==> config.mk <==
export PLATFORM = sky130hd
export DESIGN_NAME = lulc_line_unit
export DESIGN_NICKNAME = d
export VERILOG_FILES = /design/src/design/lulc_pkg.sv /design/src/design/lulc_fifo.sv /design/src/design/lulc_los_detect.sv /design/src/design/lulc_line_unit.sv
export VERILOG_INCLUDE_DIRS = /design/src /design/src/design
export SDC_FILE = /design/constraint.sdc
export NUM_CORES = 1
export LEC_CHECK = 0
export BUFFER_PORTS_ARGS = -buffer_cell sky130_fd_sc_hd__buf_4
export CORE_UTILIZATION = 62
export DETAILED_ROUTE_END_ITERATION = 8
export PLACE_DENSITY = 0.85
export SLEW_MARGIN = 25
export SYNTH_ARGS = -nofsm -noshare
export SYNTH_HDL_FRONTEND = slang
export SYNTH_HIERARCHICAL = 1
export SYNTH_SLANG_ARGS = --single-unit
==> constraint.sdc <==
create_clock -name sys_clk_i -period 9.6 [get_ports sys_clk_i]
set_input_delay 0.48 -clock sys_clk_i [delete_from_list [all_inputs] [get_ports sys_clk_i]]
set_output_delay 0.48 -clock sys_clk_i [all_outputs]
set_load 0.005 [all_outputs]
==> src/design/lulc_defines.svh <==
// Constants for the line unit loss, loopback and jitter control block.
`ifndef LULC_DEFINES_SVH
`define LULC_DEFINES_SVH

// ****************************************************************
// Loss of signal
// ****************************************************************
`define LULC_LOS_STD_BITS 12'h0c0
`define LULC_LOS_ETS_BITS 12'h800
`define LULC_WIN_BITS 8'hc0
`define LULC_ONES_MIN 8'h18
`define LULC_ZRUN_PLAIN 8'h64
`define LULC_ZRUN_ZSUB 8'h08

// ****************************************************************
// Jitter attenuator
// ****************************************************************
`define LULC_JA_DEEP 8'h80
`define LULC_JA_SHALLOW 8'h20
`define LULC_JA_LIM_DEEP 8'h78
`define LULC_JA_LIM_SHALLOW 8'h1c
`define LULC_JA_RX 2'h1
`define LULC_JA_TX 2'h2
`define LULC_CORNER_T1_MHZ 12'hea6
`define LULC_CORNER_E1_MHZ 12'h258

// ****************************************************************
// Timing
// ****************************************************************
`define LULC_BIT_NS 488
`define LULC_CLK_MHZ 125
`define LULC_BIT_CYC ((`LULC_BIT_NS * `LULC_CLK_MHZ) / 1000)

`endif

==> src/design/lulc_pkg.sv <==
// Types for the line unit loss, loopback and jitter control block.
package lulc_pkg;
    typedef enum logic {LULC_ST_CLEAR, LULC_ST_LOST} lulc_los_state_e;
endpackage : lulc_pkg

==> src/design/lulc_fifo.sv <==
// Synchronous FIFO with valid and ready on both sides.
`timescale 1ns/1ns
module lulc_fifo #(
    parameter int WIDTH = 16,
    parameter int DEPTH = 8
) (
    input wire logic sys_clk_i,
    input wire logic srst_i,
    input wire logic in_valid_i,
    output logic in_ready_o,
    input wire logic [WIDTH-1:0] in_data_i,
    output logic out_valid_o,
    input wire logic out_ready_i,
    output logic [WIDTH-1:0] out_data_o,
    output logic [$clog2(DEPTH):0] level_o
);
    localparam int AW = $clog2(DEPTH);

    if (DEPTH < 2 || (1 << AW) != DEPTH) begin : g_chk
        $error("lulc_fifo: DEPTH must be a power of two, at least 2.");
    end

    logic [WIDTH-1:0] mem_q [DEPTH];
    logic [AW:0] wr_q;
    logic [AW:0] rd_q;
    wire do_wr = in_valid_i && in_ready_o;
    wire do_rd = out_valid_o && out_ready_i;

    assign level_o = wr_q - rd_q;
    assign in_ready_o = level_o != (AW+1)'(DEPTH);
    assign out_valid_o = wr_q != rd_q;
    assign out_data_o = mem_q[rd_q[AW-1:0]];

    always_ff @(posedge sys_clk_i) begin
        if (do_wr) begin
            mem_q[wr_q[AW-1:0]] <= in_data_i;
        end
    end

    always_ff @(posedge sys_clk_i) begin
        if (srst_i) begin
            wr_q <= '0;
            rd_q <= '0;
        end else begin
            wr_q <= wr_q + (AW+1)'(do_wr);
            rd_q <= rd_q + (AW+1)'(do_rd);
        end
    end
endmodule : lulc_fifo

==> src/design/lulc_los_detect.sv <==
// Loss of signal declaration and reset counting for one port.
`timescale 1ns/1ns
`include "lulc_defines.svh"
module lulc_los_detect (
    input wire logic sys_clk_i,
    input wire logic srst_i,
    input wire logic bit_stb_i,
    input wire logic pulse_i,
    input wire logic level_ok_i,
    input wire logic level_low_i,
    input wire logic t1_mode_i,
    input wire logic ets_mode_i,
    input wire logic zero_sub_i,
    output logic los_o
);
    lulc_pkg::lulc_los_state_e state_q;
    logic [11:0] low_cnt_q;
    logic [7:0] ok_cnt_q;
    logic [7:0] win_cnt_q;
    logic [7:0] ones_q;
    logic [7:0] zrun_q;
    logic zbad_q;

    // The long standard only exists in E1; T1 ignores the selector.
    wire [11:0] decl_bits = (!t1_mode_i && ets_mode_i) ? `LULC_LOS_ETS_BITS
                                                      : `LULC_LOS_STD_BITS;
    wire [7:0] zrun_lim = zero_sub_i ? `LULC_ZRUN_ZSUB : `LULC_ZRUN_PLAIN;
    wire is_one = pulse_i && level_ok_i;
    wire [11:0] low_inc = (&low_cnt_q) ? low_cnt_q : low_cnt_q + 12'h001;
    wire [7:0] ok_inc = (&ok_cnt_q) ? ok_cnt_q : ok_cnt_q + 8'h01;
    wire [7:0] zr_inc = (&zrun_q) ? zrun_q : zrun_q + 8'h01;
    wire [7:0] ones_d = ones_q + {7'h00, is_one};
    wire zbad_d = zbad_q || (!is_one && zr_inc >= zrun_lim);
    wire win_end = win_cnt_q == `LULC_WIN_BITS - 8'h01;
    wire declare = level_low_i && low_inc >= decl_bits;
    wire t1_clear = win_end && ones_d >= `LULC_ONES_MIN && !zbad_d;
    wire e1_clear = level_ok_i && ok_inc >= `LULC_WIN_BITS;

    assign los_o = state_q == lulc_pkg::LULC_ST_LOST;

    always_ff @(posedge sys_clk_i) begin
        if (srst_i) begin
            low_cnt_q <= 12'h000;
            ok_cnt_q <= 8'h00;
        end else if (bit_stb_i) begin
            low_cnt_q <= level_low_i ? low_inc : 12'h000;
            ok_cnt_q <= level_ok_i ? ok_inc : 8'h00;
        end
    end

    always_ff @(posedge sys_clk_i) begin
        if (srst_i) begin
            state_q <= lulc_pkg::LULC_ST_LOST;
        end else if (bit_stb_i) begin
            case (state_q)
                lulc_pkg::LULC_ST_CLEAR: begin
                    if (declare) begin
                        state_q <= lulc_pkg::LULC_ST_LOST;
                    end
                end
                lulc_pkg::LULC_ST_LOST: begin
                    if (t1_mode_i ? t1_clear : e1_clear) begin
                        state_q <= lulc_pkg::LULC_ST_CLEAR;
                    end
                end
                default: state_q <= lulc_pkg::LULC_ST_LOST;
            endcase
        end
    end

    // The window restarts at every loss entry so clearing needs a full window.
    always_ff @(posedge sys_clk_i) begin
        if (srst_i || !los_o) begin
            win_cnt_q <= 8'h00;
            ones_q <= 8'h00;
            zrun_q <= 8'h00;
            zbad_q <= 1'b0;
        end else if (bit_stb_i) begin
            win_cnt_q <= win_end ? 8'h00 : win_cnt_q + 8'h01;
            ones_q <= win_end ? 8'h00 : ones_d;
            zrun_q <= is_one ? 8'h00 : zr_inc;
            zbad_q <= win_end ? 1'b0 : zbad_d;
        end
    end
endmodule : lulc_los_detect

==> src/design/lulc_line_unit.sv <==
// Per-port line unit control: loss, hitless switching, jitter, loopbacks.
`timescale 1ns/1ns
`include "lulc_defines.svh"

// Functional notes
// - Declare loss after 192 low bits.
// - T1 clears on 24 ones per window.
// - T1 clear blocked by 100 zero run.
// - E1 clears after 192 good-level bits.
// - Long E1 standard declares after 2048 bits.
// - T1 zero run limit 8 with substitution.
// - Enable pin low tristates transmit outputs.
// - Hitless bit lets pin drop termination.
// - Pin response within one bit period.
// - Jitter buffer depth 32 or 128.
// - Path select: receive, transmit or off.
// - Latched trip above 120 or 28.
// - Smoothed read clock, bursty source tolerated.
// - Corner 3.75Hz T1, 0.6Hz E1.
// - Analog loop feeds transmit into receiver.
// - Local loop returns transmit data inward.
// - Remote loop one bypasses jitter buffer.
// - Remote loop two goes through buffer.
// - Dual loop is local plus remote one.
// - All ones on loss from master clock.
// - Receive clock from master during loss.
module lulc_line_unit (
    input wire logic sys_clk_i,
    input wire logic srst_i,
    input wire logic line_output_enable_pin_i,
    input wire logic rx_hitless_protect_bit_i,
    input wire logic jitter_buffer_depth_select_i,
    input wire logic jitter_path_select_hi_i,
    input wire logic jitter_path_select_lo_i,
    input wire logic t1_mode_i,
    input wire logic ets_mode_i,
    input wire logic zero_sub_i,
    input wire logic analog_lb_i,
    input wire logic local_lb_i,
    input wire logic remote_lb1_i,
    input wire logic remote_lb2_i,
    input wire logic dual_lb_i,
    input wire logic auto_all_ones_on_loss_i,
    input wire logic rx_bit_stb_i,
    input wire logic rx_line_data_i,
    input wire logic rx_level_ok_i,
    input wire logic rx_level_low_i,
    input wire logic rx_recovered_clock_i,
    input wire logic master_clock_t1_source_i,
    input wire logic mclk_bit_stb_i,
    input wire logic tx_bit_stb_i,
    input wire logic tx_system_serial_data_i,
    input wire logic ja_smooth_stb_i,
    input wire logic los_change_clear_i,
    input wire logic trip_clear_i,
    output logic tx_line_oe_o,
    output logic tx_line_stb_o,
    output logic tx_line_data_o,
    output logic rx_term_en_o,
    output logic rx_system_stb_o,
    output logic rx_system_serial_data_o,
    output logic rx_recovered_clock_o,
    output logic receive_carrier_loss_o,
    output logic los_change_latched_o,
    output logic jitter_limit_trip_flag_o,
    output logic ja_ref_tx_clock_o,
    output logic [11:0] ja_corner_mhz_o,
    output logic [7:0] ja_level_o
);
    // Three pin samples plus the agree stage must fit in one bit period.
    if (`LULC_BIT_CYC < 6) begin : g_chk
        $error("lulc_line_unit: clock too slow for pin response.");
    end

    // ****************************************************************
    // Enable pin synchroniser
    // ****************************************************************
    logic en_s1_q;
    logic en_s2_q;
    logic en_s3_q;
    logic en_q;

    always_ff @(posedge sys_clk_i) begin
        if (srst_i) begin
            en_s1_q <= 1'b0;
            en_s2_q <= 1'b0;
            en_s3_q <= 1'b0;
        end else begin
            en_s1_q <= line_output_enable_pin_i;
            en_s2_q <= en_s1_q;
            en_s3_q <= en_s2_q;
        end
    end

    // A level change counts once two samples agree, filtering one-cycle glitches.
    always_ff @(posedge sys_clk_i) begin
        if (srst_i) begin
            en_q <= 1'b0;
        end else if (en_s2_q == en_s3_q) begin
            en_q <= en_s3_q;
        end
    end

    // ****************************************************************
    // Loopback and path selection
    // ****************************************************************
    logic tx_line_stb_q;
    logic tx_line_data_q;
    logic los_w;

    wire lb_local = local_lb_i || dual_lb_i;
    wire lb_rem1 = remote_lb1_i || dual_lb_i;
    wire lb_rem2 = remote_lb2_i && !lb_rem1;
    wire [1:0] ja_path = {jitter_path_select_hi_i, jitter_path_select_lo_i};
    wire ja_in_tx = lb_rem2 || (ja_path == `LULC_JA_TX && !lb_rem1);
    wire ja_in_rx = !ja_in_tx && ja_path == `LULC_JA_RX;
    wire ja_active = ja_in_tx || ja_in_rx;

    // The analog loop takes the registered line output, so no loop forms.
    wire rx_src_stb = analog_lb_i ? tx_line_stb_q : rx_bit_stb_i;
    wire rx_src_data = analog_lb_i ? tx_line_data_q : rx_line_data_i;
    wire rx_src_ok = analog_lb_i || rx_level_ok_i;
    wire rx_src_low = !analog_lb_i && rx_level_low_i;

    wire lb_remote = lb_rem1 || lb_rem2;
    wire tx_src_stb = lb_remote ? rx_src_stb : tx_bit_stb_i;
    wire tx_src_data = lb_remote ? rx_src_data : tx_system_serial_data_i;

    // ****************************************************************
    // Loss detection
    // ****************************************************************
    lulc_los_detect u_los (
        .sys_clk_i(sys_clk_i),
        .srst_i(srst_i),
        .bit_stb_i(rx_src_stb),
        .pulse_i(rx_src_data),
        .level_ok_i(rx_src_ok),
        .level_low_i(rx_src_low),
        .t1_mode_i(t1_mode_i),
        .ets_mode_i(ets_mode_i),
        .zero_sub_i(zero_sub_i),
        .los_o(los_w)
    );

    // ****************************************************************
    // Jitter attenuator buffer
    // ****************************************************************
    logic ja_in_ready;
    logic ja_out_valid;
    logic ja_out_data;
    logic [7:0] ja_level;
    logic primed_q;

    wire ja_wr_valid = ja_in_tx ? tx_src_stb : (ja_in_rx && rx_src_stb);
    wire ja_wr_data = ja_in_tx ? tx_src_data : rx_src_data;
    wire [7:0] ja_cap = jitter_buffer_depth_select_i ? `LULC_JA_DEEP
                                                     : `LULC_JA_SHALLOW;
    wire [7:0] ja_lim = jitter_buffer_depth_select_i ? `LULC_JA_LIM_DEEP
                                                     : `LULC_JA_LIM_SHALLOW;
    wire ja_room = ja_in_ready && ja_level < ja_cap;
    wire ja_push = ja_wr_valid && ja_room;
    // Reads wait until half full so bursts on either side are absorbed.
    wire ja_pull = ja_active ? (primed_q && ja_smooth_stb_i) : 1'b1;
    wire ja_out_stb = ja_active && ja_out_valid && ja_pull;
    wire ja_over = ja_wr_valid && !ja_room;
    wire ja_under = primed_q && ja_smooth_stb_i && !ja_out_valid;
    wire trip_set = ja_active && (ja_level > ja_lim || ja_over || ja_under);

    lulc_fifo #(
        .WIDTH(1),
        .DEPTH(128)
    ) u_ja (
        .sys_clk_i(sys_clk_i),
        .srst_i(srst_i),
        .in_valid_i(ja_push),
        .in_ready_o(ja_in_ready),
        .in_data_i(ja_wr_data),
        .out_valid_o(ja_out_valid),
        .out_ready_i(ja_pull),
        .out_data_o(ja_out_data),
        .level_o(ja_level)
    );

    always_ff @(posedge sys_clk_i) begin
        if (srst_i || !ja_active || !ja_out_valid) begin
            primed_q <= 1'b0;
        end else if (ja_level >= {1'b0, ja_cap[7:1]}) begin
            primed_q <= 1'b1;
        end
    end

    // ****************************************************************
    // Output selection
    // ****************************************************************
    wire tx_ones = auto_all_ones_on_loss_i && los_w;
    wire tx_stb_w = tx_ones ? mclk_bit_stb_i
                  : ja_in_tx ? ja_out_stb : tx_src_stb;
    wire tx_data_w = tx_ones || (ja_in_tx ? ja_out_data : tx_src_data);
    wire rx_stb_w = lb_local ? tx_bit_stb_i
                  : ja_in_rx ? ja_out_stb : rx_src_stb;
    wire rx_data_w = lb_local ? tx_system_serial_data_i
                   : ja_in_rx ? ja_out_data : rx_src_data;
    wire rx_clk_w = los_w ? master_clock_t1_source_i : rx_recovered_clock_i;
    wire [11:0] corner_w = t1_mode_i ? `LULC_CORNER_T1_MHZ : `LULC_CORNER_E1_MHZ;
    wire chg_set = los_w != receive_carrier_loss_o;

    logic tx_line_oe_q;
    logic rx_term_en_q;
    logic rx_sys_stb_q;
    logic rx_sys_data_q;
    logic rx_clk_q;
    logic los_q;
    logic los_chg_q;
    logic trip_q;
    logic ja_ref_q;
    logic [11:0] corner_q;
    logic [7:0] level_q;

    always_ff @(posedge sys_clk_i) begin
        if (srst_i) begin
            tx_line_oe_q <= 1'b0;
            rx_term_en_q <= 1'b1;
        end else begin
            tx_line_oe_q <= en_q;
            rx_term_en_q <= !(rx_hitless_protect_bit_i && !en_q);
        end
    end

    always_ff @(posedge sys_clk_i) begin
        if (srst_i) begin
            tx_line_stb_q <= 1'b0;
            tx_line_data_q <= 1'b0;
            rx_sys_stb_q <= 1'b0;
            rx_sys_data_q <= 1'b0;
            rx_clk_q <= 1'b0;
        end else begin
            tx_line_stb_q <= tx_stb_w;
            tx_line_data_q <= tx_data_w;
            rx_sys_stb_q <= rx_stb_w;
            rx_sys_data_q <= rx_data_w;
            rx_clk_q <= rx_clk_w;
        end
    end

    // A new event beats a clear arriving in the same cycle.
    always_ff @(posedge sys_clk_i) begin
        if (srst_i) begin
            los_q <= 1'b1;
            los_chg_q <= 1'b0;
            trip_q <= 1'b0;
        end else begin
            los_q <= los_w;
            los_chg_q <= chg_set || (los_chg_q && !los_change_clear_i);
            trip_q <= trip_set || (trip_q && !trip_clear_i);
        end
    end

    always_ff @(posedge sys_clk_i) begin
        if (srst_i) begin
            ja_ref_q <= 1'b0;
            corner_q <= `LULC_CORNER_T1_MHZ;
            level_q <= 8'h00;
        end else begin
            ja_ref_q <= ja_in_tx;
            corner_q <= corner_w;
            level_q <= ja_level;
        end
    end

    assign tx_line_oe_o = tx_line_oe_q;
    assign tx_line_stb_o = tx_line_stb_q;
    assign tx_line_data_o = tx_line_data_q;
    assign rx_term_en_o = rx_term_en_q;
    assign rx_system_stb_o = rx_sys_stb_q;
    assign rx_system_serial_data_o = rx_sys_data_q;
    assign rx_recovered_clock_o = rx_clk_q;
    assign receive_carrier_loss_o = los_q;
    assign los_change_latched_o = los_chg_q;
    assign jitter_limit_trip_flag_o = trip_q;
    assign ja_ref_tx_clock_o = ja_ref_q;
    assign ja_corner_mhz_o = corner_q;
    assign ja_level_o = level_q;
endmodule : lulc_line_unit

==> out/results.txt <==
Final Skew = 0.0147 ns
fill count = 1,250
gpl congestion = 0.910
worst stage delay on the critical path = 0.81 ns
FP Rows = 49
combinational power share = 25.1%
PostCTS Resize Cnt = 0
warning count from the yosys run = 6
worst vdd ir = 0.173 mV
Core ar. = 18,100 um2
Seq pwr share = 40.6%
buffers plus inverters on the worst setup path = 3
drt drc = 13
count of final setup violators = 0
antenna violations before repair = 0
drt total wl = 28,500 um
PD cells = 199 nW/um2
# IOs = 59
Die X = 139 um
hold_buf cts = 0
area grow syn2layout = 9.45%
largest net degree at the start of global routing = 129
Fmax = 0.190 GHz
final period utilization = 54.7%
Top delay family on crit path = simple AND/OR/NAND/NOR gates
switching power = 799 uW
Int Pwr = 1720 uW
Post-DP Area = 11,900 um2
FF+latch count, synth = 216
min cycle time layout = 5.25 ns
maxcap violations = 0
leakage = 0.00443 uW
vias per cell = 6.57
Initial Util = 63.8%
total negative slack = 0 ns
final core utilization = 69.8%
Clk Latency, worst-skew pair = 0.52 ns
Cells after Synth = 1,148
DRT Pass-1 Iters = 9
ant diodes = 0
Setup WS post-layout = 4.35 ns
share of cells above drive strength 1 = 13.8%
setup slack at placement = 4.44 ns
Post-DP HPWL = 18,000 um
first-pass GRT wire length = 45,600 um
crit path capture type = flip-flop
total CTS buffers = 23
failing checks = design-rule violations
# port buffers = 55
nets = 1,214
Crit path top cell by count = nand2_1
routed len/inst = 20.3 um
GR Util All Layers = 29.8%
vias = 9,199
status = finished, violations left
Num Clock Sinks = 216
maximum fanout along the worst path = 55
worst path arrival time = 5.46 ns
worst hold path class = input pin to flip-flop
vias in the first global route = 8,783
Slowest cell on crit path = nor2_1
Slew Limit Fails = 0
unrepaired setup endpoints after global routing = false
die area = 19,200 um2
Yosys cell types = 80
slew of the pin with the lowest slew margin = 0.986 ns
Final Hold Viols = 0
number of synthesized flops with an enable pin = 128
Placed Cells = 1,359
CTS max path bufs = 3
Synth Cell Area = 11,600 um2
average size of a mapped cell = 10.1 um2
Synth async-reset ratio = 0%
worst-path cell chain = buf_4 > ha_1 > fa_1 > nor2b_1 > o21ai_1 > a21oi_1 > o311ai_1 > nor2_4 > buf_4 > nand2_1 > inv_1 > a211o_1 > nor2_1 > nand2_1 > nor2_1 > nand2_1 > a21oi_1
postcts setup bufs = 0
Top FF cell, synth = edfxtp_1
clock-pin slew on the worst setup and hold paths = 0.06 ns
Sw Share = 31.6%
Worst Path Required = 9.81 ns
WS Path Type = flip-flop to flip-flop
clock power share = 34.3%
CTS tree = built
Startpoint Class = flip-flop
DR iter-0 viols = 1,221
Seq/Total Area, Yosys = 48.4%
Final ANT Viol Nets = 0
worst rel slew slack = 34.0%
Die Y = 139 um
Root Buffer = clkbuf_16
post-route design area = 12,700 um2
Max H-tree Level = 1
Layout Cells excl Fill = 1,401
total gr overflow = 0
-- through the flow --
| stage | hold WS (ns) | total power (uW) |
|---|---|---|
| 5_1_grt | 0.125 | 2610 |
| 3_3_place_gp | 0.423 | 1650 |
| 4_1_cts | 0.120 | 2520 |
| 6_report | 0.131 | 2520 |
| 2_1_floorplan | 0.414 | 1560 |
| 3_5_place_dp | 0.437 | 1660 |
-- kinds of logic (layout without fill, tap and decap cells) --
| family | count (synthesis) | after routing | share of synthesized area (%) |
|---|---|---|---|
| flops | 216 | 216 | 48.4 |
| fa+ha+maj | 31 | 31 | 3.42 |
| buf+inv | 116 | 139 | 5.06 |
| mux | 49 | 49 | 7.98 |
| xor+xnor | 37 | 37 | 2.80 |
| other cells | 2 | 3 | 0.0649 |
| compound gates | 259 | 259 | 14.5 |
| simple gates | 438 | 438 | 17.7 |
-- worst reg2reg max path, delay by kind of cell (launching register included) --
family / cells / cell delay, ns
and+or+nand+nor: 7 / 1.85
DFF: 1 / 0.31
buffers and inverters: 3 / 0.87
adders and majority gates: 2 / 0.57
AOI/OAI and AO/OA: 5 / 1.35
-- flip-flops by register name, summed over array words and instances (netlist names), 2 cells and up --
signal           count
u_ja/rd_q            8
ja_corner_mhz_o      2
u_los/zrun_q         8
u_los/low_cnt_q     12
u_los/ok_cnt_q       8
u_ja/wr_q            8
ja_level_o           8
u_los/win_cnt_q      8
u_ja/mem_q         128
u_los/ones_q         8
-- placed cells by master (no fill, tap or decap), types with 30 or more instances in the layout --
master | synthesis | layout
a21oi_1 | 130 | 130
buf_4 | 28 | 65
dfxtp_1 | 88 | 87
edfxtp_1 | 128 | 128
ha_1 | 30 | 30
mux4_2 | 34 | 34
nand2_1 | 172 | 172
nand3_1 | 47 | 47
nor2_1 | 99 | 98
-- power groups by stage --
| stage | registers [uW] | clock network, uW | logic [uW] |
|---|---|---|---|
| 6_report | 1020 | 866 | 634 |
| 5_1_grt | 1030 | 908 | 680 |
| 4_1_cts | 1020 | 874 | 621 |
| 3_5_place_dp | 1040 | 0 | 617 |
| 3_3_place_gp | 1040 | 0 | 611 |
| 2_1_floorplan | 1050 | 0 | 511 |
-- Yosys cell counts (4+ instances only) --
cell type	count	area (um2)
a2111oi_0	27	236
a2111oi_1	4	40.0
a211o_1	4	35.0
a211oi_1	15	113
a21oi_1	130	651
a22oi_1	5	37.5
a31oi_1	4	25.0
a41oi_1	5	43.8
and2_1	6	37.5
and3_1	14	87.6
buf_2	17	85.1
buf_4	28	210
clkbuf_1	34	128
dfxtp_1	88	1760
edfxtp_1	128	3840
ha_1	30	375
inv_1	27	101
mux2_2	6	67.6
mux2i_1	9	90.1
mux4_2	34	766
nand2_1	172	646
nand2b_1	12	75.1
nand3_1	47	235
nand3b_1	8	60.1
nand4_1	10	62.6
nand4b_1	5	43.8
nor2_1	99	372
nor2b_1	20	125
nor3_1	24	120
o211ai_1	6	45.0
o21ai_0	18	90.1
o21ai_1	4	20.0
xnor2_1	20	175
xor2_1	17	149
-- final timing paths --
check	from	end	slack, ns	cells after the start
setup / recovery	u_ja/rd_q[0]	u_ja/mem_q[25]	4.35	17
hold / removal	rx_hitless_protect_bit_i	rx_term_en_o	0.13	2
setup reg to reg	u_ja/rd_q[0]	u_ja/mem_q[25]	4.35	17
hold reg to reg	en_s1_q	en_s2_q	0.45	1
-- layout make-up --
| class | count | area [um2] | area share, % |
|---|---|---|---|
| flip-flops and latches | 216 | 5610 | 44.3 |
| well taps | 229 | 287 | 2.26 |
| clock inverters | 7 | 62.6 | 0.494 |
| repair buffers | 67 | 510 | 4.03 |
| inverters | 30 | 113 | 0.889 |
| multi-input cells | 817 | 5420 | 42.8 |
| clock buffers | 35 | 672 | 5.30 |
-- metal layers --
layer / vias to the layer above / share of wire (%) / GRT usage [%]
met3: 72 / 12 / 5.70
met5: - / 0 / 0
met1: 4323 / 38 / 39.4
met4: 0 / 2.9 / 11.1
met2: 567 / 48 / 49.0
li1: 4237 / - / -
(Power assumes the default switching activity.)
